**src/trs_defs.vh**
```
// Summary of operation
// [RULE1] torque path active when control mode is 2
// [RULE2] source select: A, B, A+B, switched, comm
// [RULE3] main source 0 selects keypad digital setting
// [RULE4] keypad setpoint signed 0.1 percent, immediate effect
// [RULE5] auxiliary B configured like main A
// [RULE6] switch input off selects A, on selects B
// [RULE7] source 4 uses comm setpoint, 0.001 percent
// [RULE8] host writes comm setpoint over link only
// [RULE9] invert input active reverses torque direction
// [RULE10] setting, sign, invert each toggle rotation
// [RULE11] source selects change only while motor stopped
`ifndef TRS_DEFS_VH
`define TRS_DEFS_VH
// register byte offsets
`define TRS_OFS_MODE 8'h00
`define TRS_OFS_SRC 8'h04
`define TRS_OFS_KEYPAD_A 8'h08
`define TRS_OFS_KEYPAD_B 8'h0c
`define TRS_OFS_COMM 8'h10
`define TRS_OFS_STATUS 8'h14
`define TRS_OFS_TORQUE 8'h18
// field positions
`define TRS_MODE_LSB 0
`define TRS_ROTDIR_BIT 8
`define TRS_SEL_LSB 0
`define TRS_MAINSRC_BIT 8
`define TRS_AUXSRC_BIT 12
// field values
`define TRS_MODE_TORQUE 2'h2
`define TRS_SEL_A 3'h0
`define TRS_SEL_B 3'h1
`define TRS_SEL_SUM 3'h2
`define TRS_SEL_SWITCH 3'h3
`define TRS_SEL_COMM 3'h4
`define TRS_SRC_DIGITAL 1'h0
// limits, keypad in 0.1 percent, comm in 0.001 percent
`define TRS_KEYPAD_MAX 16'sh0fa0
`define TRS_COMM_MAX 32'sh000186a0
`define TRS_KEYPAD_SCALE 32'sh00000064
// reset values
`define TRS_RST_MODE 2'h0
`define TRS_RST_SEL 3'h0
`define TRS_RST_KEYPAD 16'h0000
`define TRS_RST_COMM 32'h00000000
// bus responses
`define TRS_RESP_OKAY 2'h0
`define TRS_RESP_SLVERR 2'h2
`endif

```
**src/trs_top.v**
```verilog
// The register offsets and the AXI4-Lite register port were chosen for this implementation.
`timescale 1ns/1ps
`default_nettype none
`include "trs_defs.vh"
module trs_top (
  // clock and reset
  input wire mclk,
  input wire srst,
  // drive state, same clock
  input wire run_active,
  // digital input pins
  input wire cmd_sel_in,
  input wire torque_direction_invert,
  // axi4-lite write address
  input wire s_axi_awvalid,
  output wire s_axi_awready,
  input wire [7:0] s_axi_awaddr,
  input wire [2:0] s_axi_awprot,
  // axi4-lite write data
  input wire s_axi_wvalid,
  output wire s_axi_wready,
  input wire [31:0] s_axi_wdata,
  input wire [3:0] s_axi_wstrb,
  // axi4-lite write response
  output reg s_axi_bvalid,
  input wire s_axi_bready,
  output reg [1:0] s_axi_bresp,
  // axi4-lite read address
  input wire s_axi_arvalid,
  output wire s_axi_arready,
  input wire [7:0] s_axi_araddr,
  input wire [2:0] s_axi_arprot,
  // axi4-lite read data
  output reg s_axi_rvalid,
  input wire s_axi_rready,
  output reg [31:0] s_axi_rdata,
  output reg [1:0] s_axi_rresp,
  // torque reference outputs
  output reg torque_mode_active,
  output reg signed [31:0] torque_ref_out,
  output reg rotate_ccw,
  output reg rotate_cw
);

  // pin synchronisers
  reg [1:0] cmd_sel_sync_reg;
  reg [1:0] inv_sync_reg;
  always @(posedge mclk) begin
    if (srst) begin
      cmd_sel_sync_reg <= 2'h0;
      inv_sync_reg <= 2'h0;
    end else begin
      cmd_sel_sync_reg <= {cmd_sel_sync_reg[0], cmd_sel_in};
      inv_sync_reg <= {inv_sync_reg[0], torque_direction_invert};
    end
  end
  wire cmd_sel = cmd_sel_sync_reg[1];
  wire dir_inv = inv_sync_reg[1];

  // software registers
  reg [1:0] control_mode_select_reg;
  reg rotation_direction_setting_reg;
  reg [2:0] torque_ref_source_select_reg;
  reg main_torque_source_reg;
  reg aux_torque_source_reg;
  reg signed [15:0] keypad_a_reg;
  reg signed [15:0] keypad_b_reg;
  reg signed [31:0] comm_torque_setpoint_reg;

  // write channel capture
  reg aw_have_reg;
  reg w_have_reg;
  reg [7:0] aw_addr_reg;
  reg [31:0] w_data_reg;
  reg [3:0] w_strb_reg;
  assign s_axi_awready = ~aw_have_reg & ~s_axi_bvalid;
  assign s_axi_wready = ~w_have_reg & ~s_axi_bvalid;
  wire do_write = aw_have_reg & w_have_reg;

  wire [31:0] strb_mask = {{8{w_strb_reg[3]}}, {8{w_strb_reg[2]}},
                           {8{w_strb_reg[1]}}, {8{w_strb_reg[0]}}};

  // readback of current register words
  reg [31:0] mode_word;
  reg [31:0] src_word;
  always @* begin
    mode_word = 32'h00000000;
    mode_word[`TRS_MODE_LSB +: 2] = control_mode_select_reg;
    mode_word[`TRS_ROTDIR_BIT] = rotation_direction_setting_reg;
    src_word = 32'h00000000;
    src_word[`TRS_SEL_LSB +: 3] = torque_ref_source_select_reg;
    src_word[`TRS_MAINSRC_BIT] = main_torque_source_reg;
    src_word[`TRS_AUXSRC_BIT] = aux_torque_source_reg;
  end

  function [31:0] merge;
    input [31:0] old_word;
    input [31:0] new_word;
    input [31:0] mask;
    begin
      merge = (old_word & ~mask) | (new_word & mask);
    end
  endfunction

  // low half is the signed setpoint, saturated to plus or minus 400.0
  function signed [15:0] clamp_keypad;
    input [31:0] w;
    begin
      if ($signed(w[15:0]) > `TRS_KEYPAD_MAX)
        clamp_keypad = `TRS_KEYPAD_MAX;
      else if ($signed(w[15:0]) < -`TRS_KEYPAD_MAX)
        clamp_keypad = -`TRS_KEYPAD_MAX;
      else
        clamp_keypad = w[15:0];
    end
  endfunction

  reg [31:0] wr_word;
  reg wr_hit;
  always @* begin
    wr_word = 32'h00000000;
    wr_hit = 1'b1;
    case (aw_addr_reg)
      `TRS_OFS_MODE: wr_word = merge(mode_word, w_data_reg, strb_mask);
      `TRS_OFS_SRC: wr_word = merge(src_word, w_data_reg, strb_mask);
      `TRS_OFS_KEYPAD_A: wr_word = merge({{16{keypad_a_reg[15]}},
        keypad_a_reg}, w_data_reg, strb_mask);
      `TRS_OFS_KEYPAD_B: wr_word = merge({{16{keypad_b_reg[15]}},
        keypad_b_reg}, w_data_reg, strb_mask);
      `TRS_OFS_COMM: wr_word = merge(comm_torque_setpoint_reg,
        w_data_reg, strb_mask);
      default: wr_hit = 1'b0;
    endcase
  end

  always @(posedge mclk) begin
    if (srst) begin
      aw_have_reg <= 1'b0;
      w_have_reg <= 1'b0;
      aw_addr_reg <= 8'h00;
      w_data_reg <= 32'h00000000;
      w_strb_reg <= 4'h0;
      s_axi_bvalid <= 1'b0;
      s_axi_bresp <= `TRS_RESP_OKAY;
      control_mode_select_reg <= `TRS_RST_MODE;
      rotation_direction_setting_reg <= 1'b0;
      torque_ref_source_select_reg <= `TRS_RST_SEL;
      main_torque_source_reg <= `TRS_SRC_DIGITAL;
      aux_torque_source_reg <= `TRS_SRC_DIGITAL;
      keypad_a_reg <= `TRS_RST_KEYPAD;
      keypad_b_reg <= `TRS_RST_KEYPAD;
      comm_torque_setpoint_reg <= `TRS_RST_COMM;
    end else begin
      if (s_axi_awvalid && s_axi_awready) begin
        aw_have_reg <= 1'b1;
        aw_addr_reg <= {s_axi_awaddr[7:2], 2'h0};
      end
      if (s_axi_wvalid && s_axi_wready) begin
        w_have_reg <= 1'b1;
        w_data_reg <= s_axi_wdata;
        w_strb_reg <= s_axi_wstrb;
      end
      if (do_write) begin
        aw_have_reg <= 1'b0;
        w_have_reg <= 1'b0;
        s_axi_bvalid <= 1'b1;
        s_axi_bresp <= wr_hit ? `TRS_RESP_OKAY : `TRS_RESP_SLVERR;
        case (aw_addr_reg)
          `TRS_OFS_MODE: begin
            control_mode_select_reg <= wr_word[`TRS_MODE_LSB +: 2];
            rotation_direction_setting_reg <= wr_word[`TRS_ROTDIR_BIT];
          end
          `TRS_OFS_SRC: begin
            if (!run_active) begin // [RULE11]
              torque_ref_source_select_reg <= wr_word[`TRS_SEL_LSB +: 3];
              main_torque_source_reg <= wr_word[`TRS_MAINSRC_BIT];
              aux_torque_source_reg <= wr_word[`TRS_AUXSRC_BIT];
            end
          end
          `TRS_OFS_KEYPAD_A: keypad_a_reg <= clamp_keypad(wr_word); // [RULE4]
          `TRS_OFS_KEYPAD_B: keypad_b_reg <= clamp_keypad(wr_word); // [RULE5]
          `TRS_OFS_COMM: begin
            if ($signed(wr_word) > `TRS_COMM_MAX) // [RULE7]
              comm_torque_setpoint_reg <= `TRS_COMM_MAX;
            else if ($signed(wr_word) < -`TRS_COMM_MAX)
              comm_torque_setpoint_reg <= -`TRS_COMM_MAX;
            else
              comm_torque_setpoint_reg <= wr_word;
          end
          default: ;
        endcase
      end else if (s_axi_bvalid && s_axi_bready) begin
        s_axi_bvalid <= 1'b0;
      end
    end
  end

  // reference path, all in 0.001 percent units
  wire signed [31:0] ref_a = (main_torque_source_reg == `TRS_SRC_DIGITAL) ?
    {{16{keypad_a_reg[15]}}, keypad_a_reg} * `TRS_KEYPAD_SCALE :
    32'sh00000000; // [RULE3]
  wire signed [31:0] ref_b = (aux_torque_source_reg == `TRS_SRC_DIGITAL) ?
    {{16{keypad_b_reg[15]}}, keypad_b_reg} * `TRS_KEYPAD_SCALE :
    32'sh00000000; // [RULE5]

  reg signed [31:0] ref_sel;
  always @* begin
    case (torque_ref_source_select_reg) // [RULE2]
      `TRS_SEL_A: ref_sel = ref_a;
      `TRS_SEL_B: ref_sel = ref_b;
      `TRS_SEL_SUM: ref_sel = ref_a + ref_b;
      `TRS_SEL_SWITCH: ref_sel = cmd_sel ? ref_b : ref_a; // [RULE6]
      `TRS_SEL_COMM: ref_sel = comm_torque_setpoint_reg; // [RULE7] [RULE8]
      default: ref_sel = 32'sh00000000;
    endcase
  end

  wire torque_mode = (control_mode_select_reg == `TRS_MODE_TORQUE);
  wire ref_neg = ref_sel[31];
  wire dir_ccw_next = ~(rotation_direction_setting_reg ^ ref_neg ^ dir_inv);

  always @(posedge mclk) begin
    if (srst) begin
      torque_mode_active <= 1'b0;
      torque_ref_out <= 32'sh00000000;
      rotate_ccw <= 1'b0;
      rotate_cw <= 1'b0;
    end else begin
      torque_mode_active <= torque_mode; // [RULE1]
      if (!torque_mode) begin
        torque_ref_out <= 32'sh00000000;
        rotate_ccw <= 1'b0;
        rotate_cw <= 1'b0;
      end else begin
        torque_ref_out <= dir_inv ? -ref_sel : ref_sel; // [RULE9]
        rotate_ccw <= (ref_sel != 0) & dir_ccw_next; // [RULE10]
        rotate_cw <= (ref_sel != 0) & ~dir_ccw_next; // [RULE10]
      end
    end
  end

  // read channel
  assign s_axi_arready = ~s_axi_rvalid;
  always @(posedge mclk) begin
    if (srst) begin
      s_axi_rvalid <= 1'b0;
      s_axi_rdata <= 32'h00000000;
      s_axi_rresp <= `TRS_RESP_OKAY;
    end else if (s_axi_arvalid && s_axi_arready) begin
      s_axi_rvalid <= 1'b1;
      s_axi_rresp <= `TRS_RESP_OKAY;
      case ({s_axi_araddr[7:2], 2'h0})
        `TRS_OFS_MODE: s_axi_rdata <= mode_word;
        `TRS_OFS_SRC: s_axi_rdata <= src_word;
        `TRS_OFS_KEYPAD_A: s_axi_rdata <= {{16{keypad_a_reg[15]}},
          keypad_a_reg};
        `TRS_OFS_KEYPAD_B: s_axi_rdata <= {{16{keypad_b_reg[15]}},
          keypad_b_reg};
        `TRS_OFS_COMM: s_axi_rdata <= comm_torque_setpoint_reg;
        `TRS_OFS_STATUS: s_axi_rdata <= {27'h0000000, dir_inv, cmd_sel,
          rotate_cw, rotate_ccw, torque_mode_active};
        `TRS_OFS_TORQUE: s_axi_rdata <= torque_ref_out;
        default: begin
          s_axi_rdata <= 32'h00000000;
          s_axi_rresp <= `TRS_RESP_SLVERR;
        end
      endcase
    end else if (s_axi_rvalid && s_axi_rready) begin
      s_axi_rvalid <= 1'b0;
    end
  end

endmodule
`default_nettype wire

```
**config.mk**
```make
export PLATFORM = sky130hd
export DESIGN_NAME = trs_top
export DESIGN_NICKNAME = d
export VERILOG_FILES = /design/src/trs_top.v
export VERILOG_INCLUDE_DIRS = /design/src
export SDC_FILE = /design/constraint.sdc
export NUM_CORES = 1
export LEC_CHECK = 0
export BUFFER_PORTS_ARGS = -buffer_cell sky130_fd_sc_hd__buf_2
export CAP_MARGIN = 20
export CORE_ASPECT_RATIO = 1.2
export CORE_MARGIN = 1
export CORE_UTILIZATION = 31
export CTS_CLUSTER_DIAMETER = 200
export DETAILED_ROUTE_END_ITERATION = 16
export PLACE_DENSITY = 0.5
export SYNTH_ARGS = -nofsm -noshare
export SYNTH_HDL_FRONTEND = slang
export SYNTH_SLANG_ARGS = --single-unit
```
**constraint.sdc**
```tcl
create_clock -name mclk -period 6.37 [get_ports mclk]
set_input_delay 1.274 -clock mclk [delete_from_list [all_inputs] [get_ports mclk]]
set_output_delay 1.274 -clock mclk [all_outputs]
set_load 0.02 [all_outputs]
```
## Word level (Yosys, flattened, before mapping)

Cells that the tools add are included.

- Flip-flop bits (word level): 193
- Word-level logic and storage cells: 111
- Output and inout bits: 76

- Bitwise logic cells: 26
- $add $sub $neg: 2
- Multiply operators: 2
- Eq/ne operators: 15
- Reductions and logical operators: 20
- Magnitude comparators: 4
- Multiplexer cells: 18

Operator list:

| cell | count |
|---|---|
| 32-bit one-hot mux with 5 select lines | 2 |
| 32-bit one-hot mux with 7 select lines | 1 |
| 32-bit 2-to-1 mux | 6 |
| 32-bit OR | 5 |
| 32-bit AND | 4 |
| 32-bit by 5-bit multiplier with 30-bit output (second input constant) | 2 |
| 32-bit adder | 1 |
| 13-bit by 32-bit AND with 32-bit output | 1 |
| 9-bit by 32-bit AND with 32-bit output | 1 |
| 32-bit by 18-bit > comparator with 1-bit output (second input constant) | 1 |
| 32-bit by 18-bit < comparator with 1-bit output (second input constant) | 1 |
| 16-bit 2-to-1 mux | 2 |
| 32-bit negator | 1 |
| 32-bit NOT | 1 |
| 32-bit nonzero test | 1 |
| 6-bit by 2-bit == test with 1-bit output (second input constant) | 4 |
| 6-bit by 3-bit == test with 1-bit output (second input constant) | 4 |
| 16-bit by 13-bit > comparator with 1-bit output (second input constant) | 1 |
| 16-bit by 13-bit < comparator with 1-bit output (second input constant) | 1 |
| 6-bit by 1-bit == test with 1-bit output (second input constant) | 2 |
| 8-bit zero test | 1 |
| 2-bit AND reduction | 4 |
| 1-bit NOT | 7 |
| 7-bit OR reduction | 1 |
| other kinds (15) | 32 |

## Longest topological paths before layout

- Word-level depth: 8
- Mapped depth: 28
- Gate-level depth less buffers: 25

## Least setup slack after synthesis

OpenSTA, ideal clock, no wires.

- Path type: reg-to-reg
- Start: register keypad_a_reg[15]
- End: register torque_ref_out[31]
- Data required time: 6,242 ps
- Arrival time: 5,812 ps
- Setup time: 128 ps
- Cell stages (with the launch flop): 26
- Path buffers: 4
- Period minus slack after synthesis: 5,940 ps
- Slack: 430 ps
- Path through: dfxtp_1 -> buf_2 -> buf_1 -> inv_1 -> fa_1 -> inv_1 -> ha_1 -> clkbuf_1 -> nand4_1 -> a2111oi_4 -> nor2_1 -> xnor2_1 -> nor2_1 -> ha_1 -> clkbuf_1 -> a21o_1 -> a31o_2 -> a31oi_1 -> and4_1 -> a221o_1 -> a221oi_2 -> and3_1 -> nand4_1 -> o41ai_2 -> xnor2_1 -> nor2_1

- Longest elaborated chain between the ends: 6
- Elaborated cells between the ends (all ways): 7
- Those cells by class: add/sub (2); mul (1); mux (4)

Ends and longest elaborated chain:

| what | RTL line | source |
|---|---|---|
| start, declared | trs_top.v:66 | `reg signed [15:0] keypad_a_reg;` |
| start signal, assigned | trs_top.v:150 | `` keypad_a_reg <= `TRS_RST_KEYPAD; `` |
| start signal, assigned | trs_top.v:180 | `` `TRS_OFS_KEYPAD_A: keypad_a_reg <= clamp_keypad(wr_word); `` |
| 32-bit by 5-bit multiplier with 30-bit output (no source line) * | - |  |
| 32-bit 2-to-1 mux * | trs_top.v:199 | `` wire signed [31:0] ref_a = (main_torque_source_reg == `TRS_SRC_DIGITAL) ? `` |
| 32-bit adder / 32-bit 2-to-1 mux (equally long branches) | trs_top.v:211, trs_top.v:212 |  |
| 32-bit one-hot mux with 5 select lines * | trs_top.v:208 | `case (torque_ref_source_select_reg)` |
| 32-bit negator | trs_top.v:235 | `torque_ref_out <= dir_inv ? -ref_sel : ref_sel;` |
| 32-bit 2-to-1 mux * | trs_top.v:235 |  |
| end signal, assigned | trs_top.v:235 |  |
| end, declared | trs_top.v:40 | `output reg signed [31:0] torque_ref_out,` |

Every way passes the cells marked *; elsewhere a longest branch is shown, timed or not.
A chain may end at the register's enable or synchronous reset.

## Final worst setup path

- Start: register keypad_b_reg[8]
- End: register torque_ref_out[31]

- Longest elaborated chain between the ends: 6
- Elaborated cells between the ends (all ways): 7
- Those cells by class: add/sub (2); mul (1); mux (4)

Ends and longest elaborated chain:

| what | RTL line | source |
|---|---|---|
| start, declared | trs_top.v:67 | `reg signed [15:0] keypad_b_reg;` |
| start signal, assigned | trs_top.v:151 | `` keypad_b_reg <= `TRS_RST_KEYPAD; `` |
| start signal, assigned | trs_top.v:181 | `` `TRS_OFS_KEYPAD_B: keypad_b_reg <= clamp_keypad(wr_word); `` |
| 32-bit by 5-bit multiplier with 30-bit output (no source line) * | - |  |
| 32-bit 2-to-1 mux * | trs_top.v:202 | `` wire signed [31:0] ref_b = (aux_torque_source_reg == `TRS_SRC_DIGITAL) ? `` |
| 32-bit adder / 32-bit 2-to-1 mux (equally long branches) | trs_top.v:211, trs_top.v:212 |  |
| 32-bit one-hot mux with 5 select lines * | trs_top.v:208 |  |
| 32-bit negator | trs_top.v:235 |  |
| 32-bit 2-to-1 mux * | trs_top.v:235 |  |

Marks and branches as above.

==> metrics.md <==
| Metric | Value |
|---|---|
| Result of the run | `completed` |
| Non-filler instance count after layout | `between 3000 and 4000` |
| Layout overhead on the synthesized area | `24.7%` |
| Kind of cell adding the most delay to the critical path | `adder cells` |
| First-iteration detailed-routing DRC count | `approximately 1100` |
| Per-cell via count in the routed design | `between 5 and 6` |
| Post-synth EDFFs | `0` |
| Switching fraction of total power | `a little under a third` |
| Die footprint | `53000 um2` |
| Maximum ir drop on the vdd rail | `roughly 0.21 mV` |
| Depth of the CTS H-tree | `4` |
| Simple-gate share of the synthesized area | `between 20% and 30%` |
| Residual DRC | `0` |
| Half-perimeter wire length after detailed placement | `53500 um` |
| Global-route wire length before repair | `99000 um` |
| Total standard cell area after synthesis | `between 15000 and 20000 um2` |
| Multiplexer fraction of the synthesized cell area | `under 10%` |
| Critical Setup Path Class | `reg2reg` |
| CTS sink cnt | `roughly 190` |
| Largest buffer count on any clock path | `2` |
| Vias | `between 15000 and 20000` |
| Area inside the core boundary | `between 50000 and 60000 um2` |
| Final standard cell utilization of the core | `39.2%` |
| Effective utilization at floorplan | `around a third` |
| Residual overflow from global routing | `0` |
| Worst path slowest cell | `fa_1` |
| Async set or reset register ratio after synthesis | `0%` |
| Sequential Area | `3830 um2` |
| Data arrival time at the worst-slack endpoint | `around 6.6 ns` |
| Number of buffers created by CTS | `17` |
| Endpoint class of the critical path | `register` |
| GR peak layer | `met2` |
| Portion of total power attributed to sequential cells | `a little under half` |
| Commonest non-fill, non-tap cell in the layout | `buf_4` |
| Hold Crit Depth | `1` |
| Largest clock skew in the final design | `~0.028 ns` |
| Dominant combinational cell family by area after synthesis | `compound AO/OA/AOI/OAI gates` |
| Clock group share of total power | `about two fifths` |
| Port Buffers | `131` |
| Number of primary I/O pins | `between 100 and 150` |
| Headroom to the max-slew limit | `between 30 and 40%` |
| Crit-path most repeated cell | `ha_1` |
| Post-route ant nets | `0` |
| Logic depth of the worst setup path including buffers | `26` |
| Bufs and invs on worst path | `4` |
| Clock latency reported for the late side of the worst-skew pair | `around 0.50 ns` |
| Maximum clock frequency | `roughly 160 MHz` |
| TritonCTS clock tree | `done` |
| Routed len/inst | `21.1 um` |
| Horiz. Die Dim | `210 um` |
| LEAKAGE | `~9 nW` |
| Sort of element at the start of the critical path | `register` |
| Distinct cell type count after synthesis | `108` |
| Met2 track demand over resource in global routing | `between 40% and 50%` |
| Critical-path maximum fanout | `6` |
| Endpoints failing hold | `0` |
| Yosys warning total | `0` |
| Gpl congestion | `about 0.9` |
| Worst-margin pin slew | `about 0.97 ns` |
| Pin count of the biggest net entering global routing | `92` |
| Met1 routing resource usage after global routing | `29.4%` |
| Chip Height | `~250 um` |
| Net Sw Power | `between 0.0007 and 0.0008 W` |
| Type of the tightest min-delay check | `reg2reg` |
| Number of cells after detailed placement | `3083` |
| Layout cells sized above 1 | `between 20% and 30%` |
| Master cell of the clock root buffer | `clkbuf_16` |
| Synthesized instance count | `between 2000 and 2500` |
| Max_cap viols | `0` |
| Final period util | `96.6%` |
| Max-slew violations | `0` |
| Delay of the slowest cell on the worst path | `around 0.5 ns` |
| Combinational power share | `12.4%` |
| Avg Synthesized Cell Area | `~7.6 um2` |
| Final critical path time including I/O delays and setup | `between 6 and 7 ns` |
| Via count of the first global-routing pass | `between 15000 and 20000` |
| Internal | `about 0.0018 W` |
| Post-Synth Adder-Cell Area | `13.8%` |
| Antenna violations before repair | `1` |
| Pwr Density | `131 nW/um2` |
| Total of endpoints with negative setup slack in the final report | `0` |
| Gr usage total | `about 25%` |
| Post-synthesis share of cell area spent on xor and xnor gates | `~4.5%` |
| Required time worst endpoint | `slightly below 7 ns` |
| Number of flip-flops and latches in the synthesized netlist | `roughly 190` |
| Global routing met3 resource utilization | `between 3 and 4%` |
| Multi-input combinational cell area | `11700 um2` |
| Primary flip-flop cell chosen by synthesis mapping | `dfxtp_1` |
| Clock Pin Slew Worst Setup and Hold Paths | `0.08 ns` |
| Share of the synthesized area in compound gates (AO/OA/AOI/OAI) | `between 20% and 30%` |
| Depth of the most critical reg-to-reg path | `26` |
| Total wire length | `around 66000 um` |
| Core Rows | `slightly above 90` |
| Most frequent cells in the layout | `buf_4 (255), nand2_1 (241), nor2_1 (223)` |
| # fillers | `5490` |
| Sequential cell area fraction in the yosys report | `a little under a quarter` |
| Detailed Routing Iterations Pass 1 | `7` |
| Number of nets in the finished design | `approximately 2600` |
synth_stat cells (25+ instances only):
cell | number | area share [%]
nand2_1 | 242 | 5.6
nand3_1 | 52 | 1.6
inv_1 | 140 | 3.3
fa_1 | 31 | 3.8
a22oi_1 | 38 | 1.8
mux2i_1 | 26 | 1.6
a21oi_1 | 193 | 6.0
clkbuf_1 | 81 | 1.9
nand4_1 | 29 | 1.1
o21ai_0 | 98 | 3.0
o211ai_1 | 25 | 1.2
xor2_1 | 26 | 1.4
nor2b_1 | 36 | 1.4
buf_2 | 25 | 0.77
dfxtp_1 | 191 | 24
nor3_1 | 55 | 1.7
nor2_1 | 229 | 5.3
ha_1 | 128 | 9.9
xnor2_1 | 48 | 2.6
stage by stage:
stage	setup TNS (ns)	instance area (um2)	total power (W)	setup WS, ns	hold WS [ns]
floorplan	0	16200	0.00147	0.430	0.414
CTS	0	19700	0.00266	0.0168	0.443
global route	-0.117	20200	0.00275	-0.0702	0.465
detailed placement	0	19100	0.00159	0.0215	0.425
global placement	0	19000	0.00158	0.0362	0.426
finish	0	20200	0.00264	0.215	0.441
what timing repair did:
item | 4_1_cts | 5_1_grt
hold buffers | 0 | 0
gates resized for setup | 1 | 88
pin swaps | 1 | 30
setup endpoints to repair | 2 | 16
buffers inserted | 1 | 6
worst paths after layout:
check,from,to,slack (ns)
hold / removal,inv_sync_reg[0]$_SDFF_PP0_,inv_sync_reg[1]$_SDFF_PP0_,0.44
setup reg to reg,keypad_b_reg[8]$_SDFFE_PP0P_,torque_ref_out[31]$_SDFF_PP0_,0.22
hold reg to reg,inv_sync_reg[0]$_SDFF_PP0_,inv_sync_reg[1]$_SDFF_PP0_,0.44
setup / recovery,keypad_b_reg[8]$_SDFFE_PP0P_,torque_ref_out[31]$_SDFF_PP0_,0.22
power by group through the flow:
stage	clock, W	combinational [W]	sequential, W
final	0.00107	0.000329	0.00125
after global routing	0.00114	0.000359	0.00125
after CTS	0.00110	0.000320	0.00125
after detailed placement	0	0.000318	0.00127
after global placement	0	0.000312	0.00127
after floorplan	0	0.000216	0.00126
kinds of logic after synthesis:
kind of cell    Yosys count
compound gates          630
xor+xnor                 78
fa+ha+maj               159
buf+inv                 270
flops                   191
mux                      32
other cells               1
simple gates            774
metal layers:
metal | vias to the layer above | share of wire [%]
li1 | 8219 | -
met1 | 8201 | 42
met2 | 456 | 50
met3 | 115 | 3.7
met4 | 0 | 4.1
met5 | - | 0
layout make-up:
type | count | share of cell area [%]
Multi-Input combinational cell | 1675 | 58.0
Sequential cell | 191 | 19.0
Timing Repair Buffer | 390 | 13.2
Tap cell | 697 | 4.33
Inverter | 140 | 2.61
Clock buffer | 18 | 2.13
Clock inverter | 14 | 0.708
Antenna cell | 1 | 0.0124
Note: power is estimated with default switching activity, not from simulation.
